## src/ssla_defines.svh

```systemverilog
// Register offsets, field positions and reset values of the line assist
`ifndef SSLA_DEFINES_SVH
`define SSLA_DEFINES_SVH


// ----------------------------------------------------------------
// Register byte offsets
// ----------------------------------------------------------------
`define SSLA_OFF_DATA_LINE   8'h00
`define SSLA_OFF_CLOCK_LINE  8'h04
`define SSLA_OFF_CONTROL     8'h08
`define SSLA_OFF_COND_ONE    8'h0C
`define SSLA_OFF_COND_TWO    8'h10
`define SSLA_OFF_SAMPLED     8'h14
`define SSLA_OFF_CLOCK_RISE  8'h18

// ----------------------------------------------------------------
// Control register field positions
// ----------------------------------------------------------------
`define SSLA_CTL_ENABLE_BIT   0
`define SSLA_CTL_STRETCH_BIT  1
`define SSLA_CTL_COND_BIT     2
`define SSLA_CTL_ACTIVE_BIT   3

// ----------------------------------------------------------------
// Reset values
// ----------------------------------------------------------------
`define SSLA_DRIVE_RST   1'b1
`define SSLA_CTL_RST     1'b0
`define SSLA_FLAG_RST    1'b0
`define SSLA_SAMPLE_RST  1'b0

`endif

```

## src/ssla_pkg.sv

```systemverilog
// Types shared by the serial line assist
package ssla_pkg;

    // Bus handshake states, one-hot
    typedef enum logic [1:0] {
        SSLA_BUS_IDLE = 2'b01,
        SSLA_BUS_ACK  = 2'b10
    } ssla_bus_e;

    // Drive of one pin: level and output enable
    typedef struct packed {
        logic out;
        logic oe;
    } ssla_pin_drv_s;

    // Two-stage synchroniser plus edge history of one pin
    typedef struct packed {
        logic meta;
        logic sync;
        logic prev;
    } ssla_sync_s;

    // Whole state of the line assist
    typedef struct packed {
        ssla_bus_e     bus;
        logic          waitreq;
        logic [31:0]   readdata;
        ssla_sync_s    clk_in;
        ssla_sync_s    dat_in;
        logic          data_line_drive;
        logic          clock_line_drive;
        logic          block_enable;
        logic          stretch_enable;
        logic          cond_stretch_enable;
        logic          stretch_active_flag;
        logic          condition_one_flag;
        logic          condition_two_flag;
        logic          sampled_data_bit;
        logic          clock_rise_flag;
        logic          condition_one_irq;
        logic          condition_two_irq;
        ssla_pin_drv_s clock_pin;
        ssla_pin_drv_s data_pin;
    } ssla_state_s;

endpackage : ssla_pkg

```

## src/ssla_top.sv

```systemverilog
// Serial line assist: open-drain clock/data lines with edge logic
//
// The Avalon-MM slave port and the register offsets were chosen for this implementation.
`timescale 1ns/10ps
`include "ssla_defines.svh"

module ssla_top (
    input  wire logic                   sys_clk,
    input  wire logic                   rst,
    // Avalon-MM slave
    input  wire logic [7:0]             avs_address,
    input  wire logic                   avs_read,
    input  wire logic                   avs_write,
    input  wire logic [31:0]            avs_writedata,
    input  wire logic [3:0]             avs_byteenable,
    output      logic [31:0]            avs_readdata,
    output      logic                   avs_waitrequest,
    // Port logic drive of the two bits when the block is off
    input  wire ssla_pkg::ssla_pin_drv_s port_clock_drv,
    input  wire ssla_pkg::ssla_pin_drv_s port_data_drv,
    // Clock pin
    input  wire logic                   clock_pin_in,
    output      logic                   clock_pin_out,
    output      logic                   clock_pin_oe,
    // Data pin
    input  wire logic                   data_pin_in,
    output      logic                   data_pin_out,
    output      logic                   data_pin_oe,
    // Condition interrupt requests
    output      logic                   condition_one_irq,
    output      logic                   condition_two_irq
);

    // ------------------------------------------------------------
    // State
    // ------------------------------------------------------------
    ssla_pkg::ssla_state_s state_reg;
    ssla_pkg::ssla_state_s state_next;

    // ------------------------------------------------------------
    // Decoded events from the bus inputs and the previous state
    // ------------------------------------------------------------
    logic        req;
    logic        accept;
    logic        wr_acc;
    logic        rd_acc;
    logic        clk_rise;
    logic        clk_fall;
    logic        dat_rise;
    logic        dat_fall;
    logic        hit_data;
    logic        hit_clock;
    logic        hit_ctl;
    logic        hit_c1;
    logic        hit_c2;
    logic        hit_smp;
    logic        hit_rise;
    logic        low_lane;
    logic        cond_one_evt;
    logic        cond_two_evt;
    logic        stretch_evt;
    logic [31:0] rd_mux;

    // Effects land on the edge that sees waitrequest low, the one
    // edge at which the master is sure to still hold its request
    always_comb begin
        req    = avs_read | avs_write;
        accept = req && (state_reg.bus == ssla_pkg::SSLA_BUS_ACK);
        wr_acc = accept && avs_write;
        rd_acc = accept && avs_read && !avs_write;
        low_lane = avs_byteenable[0];
    end

    // Address decode; unmapped addresses read zero, writes dropped
    always_comb begin
        hit_data  = (avs_address == `SSLA_OFF_DATA_LINE);
        hit_clock = (avs_address == `SSLA_OFF_CLOCK_LINE);
        hit_ctl   = (avs_address == `SSLA_OFF_CONTROL);
        hit_c1    = (avs_address == `SSLA_OFF_COND_ONE);
        hit_c2    = (avs_address == `SSLA_OFF_COND_TWO);
        hit_smp   = (avs_address == `SSLA_OFF_SAMPLED);
        hit_rise  = (avs_address == `SSLA_OFF_CLOCK_RISE);
    end

    // Edges seen only on synchronised samples, never the meta stage
    always_comb begin
        clk_rise = state_reg.clk_in.sync & ~state_reg.clk_in.prev;
        clk_fall = ~state_reg.clk_in.sync & state_reg.clk_in.prev;
        dat_rise = state_reg.dat_in.sync & ~state_reg.dat_in.prev;
        dat_fall = ~state_reg.dat_in.sync & state_reg.dat_in.prev;
    end

    // Line conditions, qualified by the block enable
    always_comb begin
        cond_one_evt = state_reg.block_enable
                     & dat_fall & state_reg.clk_in.sync;
        cond_two_evt = state_reg.block_enable
                     & dat_rise & state_reg.clk_in.sync;
        // Conditional stretch looks at the flag as it stood before
        // this fall, so a condition on the same cycle does not count
        stretch_evt  = state_reg.block_enable & clk_fall
                     & (state_reg.stretch_enable
                     | (state_reg.cond_stretch_enable
                        & state_reg.condition_one_flag));
    end

    // Read data mux; pin registers show the pad, not the stored bit
    always_comb begin
        rd_mux = 32'h0000_0000;
        if (hit_data) begin
            rd_mux[0] = state_reg.dat_in.sync;
        end
        if (hit_clock) begin
            rd_mux[0] = state_reg.clk_in.sync;
        end
        if (hit_ctl) begin
            rd_mux[`SSLA_CTL_ENABLE_BIT]  = state_reg.block_enable;
            rd_mux[`SSLA_CTL_STRETCH_BIT] = state_reg.stretch_enable;
            rd_mux[`SSLA_CTL_COND_BIT]    = state_reg.cond_stretch_enable;
            rd_mux[`SSLA_CTL_ACTIVE_BIT]  =
                state_reg.stretch_active_flag;
        end
        if (hit_c1) begin
            rd_mux[0] = state_reg.condition_one_flag;
        end
        if (hit_c2) begin
            rd_mux[0] = state_reg.condition_two_flag;
        end
        if (hit_smp) begin
            rd_mux[0] = state_reg.sampled_data_bit;
        end
        if (hit_rise) begin
            rd_mux[0] = state_reg.clock_rise_flag;
        end
    end

    // ------------------------------------------------------------
    // Next state
    // ------------------------------------------------------------
    always_comb begin
        state_next = state_reg;

        // Bus handshake: one wait cycle, then a single ack cycle
        case (state_reg.bus)
            ssla_pkg::SSLA_BUS_IDLE: begin
                if (req) begin
                    state_next.bus     = ssla_pkg::SSLA_BUS_ACK;
                    state_next.waitreq = 1'b0;
                    state_next.readdata =
                        avs_read ? rd_mux : 32'h0000_0000;
                end
            end
            ssla_pkg::SSLA_BUS_ACK: begin
                state_next.bus     = ssla_pkg::SSLA_BUS_IDLE;
                state_next.waitreq = 1'b1;
            end
            default: begin
                state_next.bus     = ssla_pkg::SSLA_BUS_IDLE;
                state_next.waitreq = 1'b1;
            end
        endcase

        // Two-flop synchronisers with one stage of edge history
        state_next.clk_in.meta = clock_pin_in;
        state_next.clk_in.sync = state_reg.clk_in.meta;
        state_next.clk_in.prev = state_reg.clk_in.sync;
        state_next.dat_in.meta = data_pin_in;
        state_next.dat_in.sync = state_reg.dat_in.meta;
        state_next.dat_in.prev = state_reg.dat_in.sync;

        // Software writes to drive and control bits
        if (wr_acc && low_lane) begin
            if (hit_data) begin
                state_next.data_line_drive = avs_writedata[0];
            end
            if (hit_clock) begin
                state_next.clock_line_drive = avs_writedata[0];
            end
            if (hit_ctl) begin
                state_next.block_enable =
                    avs_writedata[`SSLA_CTL_ENABLE_BIT];
                state_next.stretch_enable =
                    avs_writedata[`SSLA_CTL_STRETCH_BIT];
                state_next.cond_stretch_enable =
                    avs_writedata[`SSLA_CTL_COND_BIT];
            end
        end

        // Condition flags: any write clears, a new detection wins
        if (wr_acc && hit_c1) begin
            state_next.condition_one_flag = 1'b0;
        end
        if (cond_one_evt) begin
            state_next.condition_one_flag = 1'b1;
        end
        if (wr_acc && hit_c2) begin
            state_next.condition_two_flag = 1'b0;
        end
        if (cond_two_evt) begin
            state_next.condition_two_flag = 1'b1;
        end

        // One pulse per detection, even if the flag is already set
        state_next.condition_one_irq = cond_one_evt;
        state_next.condition_two_irq = cond_two_evt;

        // Stretch: release by any write to the sampled register
        if (wr_acc && hit_smp) begin
            state_next.stretch_active_flag = 1'b0;
        end
        if (stretch_evt) begin
            state_next.stretch_active_flag = 1'b1;
        end
        if (!state_reg.block_enable) begin
            // Nothing may hold the line once the block lets go
            state_next.stretch_active_flag = 1'b0;
        end

        // Sample on clock rise; the read that clears loses to a rise
        if (rd_acc && hit_smp) begin
            state_next.clock_rise_flag = 1'b0;
        end
        if (state_reg.block_enable && clk_rise) begin
            state_next.sampled_data_bit =
                state_reg.dat_in.sync;
            state_next.clock_rise_flag = 1'b1;
        end

        // Pin drive: open drain while enabled, port logic otherwise
        if (state_reg.block_enable) begin
            state_next.clock_pin.out = 1'b0;
            state_next.clock_pin.oe  = ~state_next.clock_line_drive
                | state_next.stretch_active_flag;
            state_next.data_pin.out  = 1'b0;
            state_next.data_pin.oe   =
                ~state_next.data_line_drive;
        end else begin
            state_next.clock_pin = port_clock_drv;
            state_next.data_pin  = port_data_drv;
        end

        // Synchronous reset; every flop takes a constant
        if (rst) begin
            state_next.bus                 = ssla_pkg::SSLA_BUS_IDLE;
            state_next.waitreq             = 1'b1;
            state_next.readdata            = 32'h0000_0000;
            state_next.clk_in              = 3'h7; // Idle high, no false edge
            state_next.dat_in              = 3'h7; // Idle high, no false edge
            state_next.data_line_drive     = `SSLA_DRIVE_RST;
            state_next.clock_line_drive    = `SSLA_DRIVE_RST;
            state_next.block_enable        = `SSLA_CTL_RST;
            state_next.stretch_enable      = `SSLA_CTL_RST;
            state_next.cond_stretch_enable = `SSLA_CTL_RST;
            state_next.stretch_active_flag = `SSLA_FLAG_RST;
            state_next.condition_one_flag  = `SSLA_FLAG_RST;
            state_next.condition_two_flag  = `SSLA_FLAG_RST;
            state_next.sampled_data_bit    = `SSLA_SAMPLE_RST;
            state_next.clock_rise_flag     = `SSLA_FLAG_RST;
            state_next.condition_one_irq   = 1'b0;
            state_next.condition_two_irq   = 1'b0;
            state_next.clock_pin           = 2'h0;
            state_next.data_pin            = 2'h0;
        end
    end

    // Single register for the whole state
    always_ff @(posedge sys_clk) begin
        state_reg <= state_next;
    end

    // ------------------------------------------------------------
    // Outputs, each straight from a flop
    // ------------------------------------------------------------
    always_comb begin
        avs_readdata      = state_reg.readdata;
        avs_waitrequest   = state_reg.waitreq;
        clock_pin_out     = state_reg.clock_pin.out;
        clock_pin_oe      = state_reg.clock_pin.oe;
        data_pin_out      = state_reg.data_pin.out;
        data_pin_oe       = state_reg.data_pin.oe;
        condition_one_irq = state_reg.condition_one_irq;
        condition_two_irq = state_reg.condition_two_irq;
    end

endmodule : ssla_top

```

## config.mk

```make
export PLATFORM = sky130hd
export DESIGN_NAME = ssla_top
export DESIGN_NICKNAME = d
export VERILOG_FILES = /design/src/ssla_pkg.sv /design/src/ssla_top.sv
export VERILOG_INCLUDE_DIRS = /design/src /design/src/src
export SDC_FILE = /design/constraint.sdc
export NUM_CORES = 1
export LEC_CHECK = 0
export BUFFER_PORTS_ARGS = -buffer_cell sky130_fd_sc_hd__buf_2
export CORE_AREA = 10 10 69 71
export CTS_BUF_LIST = sky130_fd_sc_hd__clkbuf_4 sky130_fd_sc_hd__clkbuf_8
export DETAILED_ROUTE_END_ITERATION = 12
export DIE_AREA = 0 0 79 81
export GPL_ROUTABILITY_DRIVEN = 0
export HOLD_SLACK_MARGIN = 0.1
export PLACE_DENSITY = 0.8
export SYNTH_ARGS = -nofsm -noshare
export SYNTH_HDL_FRONTEND = slang
export SYNTH_SLANG_ARGS = --single-unit
```

## constraint.sdc

```tcl
create_clock -name sys_clk -period 2.1 [get_ports sys_clk]
set_input_delay 0.21 -clock sys_clk [delete_from_list [all_inputs] [get_ports sys_clk]]
set_output_delay 0.21 -clock sys_clk [all_outputs]
set_load 0.02 [all_outputs]
```

==> summary.txt <==
Route
  – Iter 0 DRT Violations: 93
  – # DRC: 0
  – Avg WL per Cell: 13.1 um
  – DRT Pass-1 Iters: 4
  – Via count: 1042
  – DR vias/cell: 4.57
  – Detailed Route WL: 2990 um
  – Antenna viol nets, final: 0

Final layout
  – FILL cells: 363
  – Most frequent cells in the layout: 32 x buf_2, 28 x conb_1, 28 x dfxtp_1, 13 x nor2_1, 7 x or2_2
  – Most common library cell in the layout ignoring fill and taps: buf_2
  – FF/Latch Area: 561 um^2
  – Nets@finish: 235
  – Area occupied by multi-input gates: 682 um^2
  – Layout area overhead: 9.60%
  – Final Cell Area: roughly 0.0016 mm^2
  – Largest register FFs: 18
  – Layout cells sized above 1: 28.9%
  – Antenna Cells: 0

Yosys
  – Synth top area cells: dfxtp_1 39%, buf_4 18%, mux2i_1 3.5%, nor2_1 3.4%, or2_2 3.1%
  – Yosys top cell area share: 39.1%
  – Warnings from Yosys: 0
  – Seq cells post-synth: 28
  – Synth Cell Area: 0.00143 mm^2
  – Synth Area per Inst: 9.56 um^2
  – Post-Synthesis Cells: 150
  – Post-synthesis cell type count: 38
  – Post-synth top area cell: dfxtp_1
  – Seq/Total Area, Yosys: 39.1%

Global route
  – First-pass GRT wire length: 4580 um
  – Maximum number of pins on one net before global-route repair: 24
  – Remaining global-route overflow: 0
  – GRT Util Overall: 8.91%
  – Number of global-route vias before repair: 1018
  – Initial antenna violation count: 0

Clock network
  – Clk sinks: 28
  – Post-cts resize count: 0
  – Number of H-tree levels: 1
  – Clk_lat worst skew: 330 ps
  – Clock transition at path regs: 150 ps
  – CTS Buffer Depth: 2
  – Clock Tree Root: clkbuf_4
  – CTS Buf Count: 3
  – CTS tree: yes

Power
  – Flop pwr share: 53.0%
  – Static Leak: 0.667 nW
  – NetSw: 257 uW
  – Power share of the combinational group: 13.5%
  – Sw frac: 24.8%
  – Cell-internal power: 781 uW
  – Clk network pwr share: between 30% and 40%
  – Pwr Density: 661 mW/mm^2
  – Peak VDD IR: 0.248 mV

Placed design
  – Detailed Place HPWL: about 2400 um
  – Placed Area: 0.00149 mm^2
  – Dpl ws: 208 ps
  – # port buffers: 32

Timing
  – Setup Skew: 9.29 ps
  – Total Negative Setup Slacks: 0 ps
  – Tmin final: 1620 ps
  – Setup slack after layout: 480 ps
  – Worst Tran Pin Value: between 400 and 500 ps
  – Hold Fails Final Rpt: 0
  – FMAX: 617 MHz
  – RSZ-0062 raised after global routing: false
  – Relative slew slack: between 60% and 70%
  – Setup Viol. Count Final: 0
  – Fin crit share: 77.2%
  – Final max-slew violation count: 0

Die
  – Site Rows: 22
  – Core outline area: about 0.0035 mm^2
  – Number of top-level pins: a little over 90
  – Starting density of the core: between 40% and 50%
  – Die boundary height: 81 um
  – Die area: 0.00640 mm^2
  – Die Wd: 79 um

Worst hold path
  – Hold WC Path Type: in2reg

Critical path
  – Peak fanout along the critical path: 6
  – Path type of the worst setup path: reg2reg
  – CP arrival: between 1500 and 2000 ps
  – Worst Setup End Kind: flop
  – Worst EP required: 2360 ps
  – Startpoint types: flop

Status
  – Status: finished clean

Flow run
  – Max cap viols: 0
[metal layers]
layer / global-route usage [%] / wire length (um) / up-vias
met1: 9.31 / 1260 / 482
met3: 4.42 / 272 / 5
met4: 3.76 / 44 / 0
met5: 0 / 0 / -
li1: - / - / 520
met2: 15.0 / 1420 / 35
[cell type report]
cell class	count	area share, %
well taps	48	3.82
flip-flops and latches	28	35.7
inverters	5	1.19
multi-input cells	107	43.4
repair buffers	36	12.6
clock inverters	1	1.91
clock buffers	3	1.43
[worst max-delay path: stages (launching register included)]
cell      delay (ps)
dfxtp_1          370
nand3b_1         270
nor4_2           300
mux2_1           370
a311oi_1         240
[worst paths after layout]
path                         start            end  slack, ps  cells past startpoint
hold / removal    avs_writedata[2]  state_reg[11]        110                      3
setup / recovery     state_reg[55]   clock_pin_oe        480                      4
setup reg to reg     state_reg[55]   clock_pin_oe        480                      4
hold reg to reg      state_reg[21]  state_reg[20]        430                      1
[cell families after synthesis]
| kind of cell | Yosys count | synth area share [%] |
|---|---|---|
| and+or+nand+nor | 55 | 25.7 |
| buffers and inverters | 42 | 20.4 |
| muxes | 7 | 5.85 |
| DFF | 28 | 39.1 |
| other | 1 | 0.262 |
| AOI/OAI and AO/OA | 17 | 8.73 |
[synthesized netlist by cell type (all sizes together)]
cell type  instances
nor4               4
nand4              3
o22ai              1
buf               35
a32oi              1
nor2b              2
o221ai             1
a22oi              4
mux4               1
a21oi              3
nand2b             4
or3b               1
or4                1
nor4b              2
nand3b             5
nand4b             1
mux2i              5
a31o               2
clkbuf             2
and3b              1
a2bb2o             1
and2               1
nor3               1
a311o              1
nand2              3
inv                5
conb               1
o21ai              2
nor2              13
dfxtp             28
mux2               1
nor4bb             1
or2                7
nor3b              4
nand3              1
a311oi             1
[power by group through the flow]
| stage | logic [mW] | clock network, mW | registers (mW) |
|---|---|---|---|
| finish | 0.140 | 0.348 | 0.551 |
| detailed placement | 0.133 | 0 | 0.562 |
| CTS | 0.137 | 0.358 | 0.551 |
| global route | 0.154 | 0.381 | 0.553 |
| floorplan | 0.133 | 0 | 0.569 |
| global placement | 0.133 | 0 | 0.562 |
[timing repair]
item	in CTS	in global routing
buffers inserted	0	0
hold buffers	2	1
endpoints found under the hold margin	2	1
[per-stage QoR]
| stage | power [mW] | hold WS (ps) | utilization [%] | std cells |
|---|---|---|---|---|
| after floorplan | 0.702 | 302 | - | 177 |
| after global placement | 0.694 | 394 | 42.3 | 221 |
| after detailed placement | 0.696 | 394 | 42.3 | 221 |
| after CTS | 1.05 | 107 | 44.3 | 227 |
| after global routing | 1.09 | 101 | 44.6 | 228 |
| final | 1.04 | 110 | 44.6 | 228 |
Note: power is estimated with default switching activity, not from simulation.
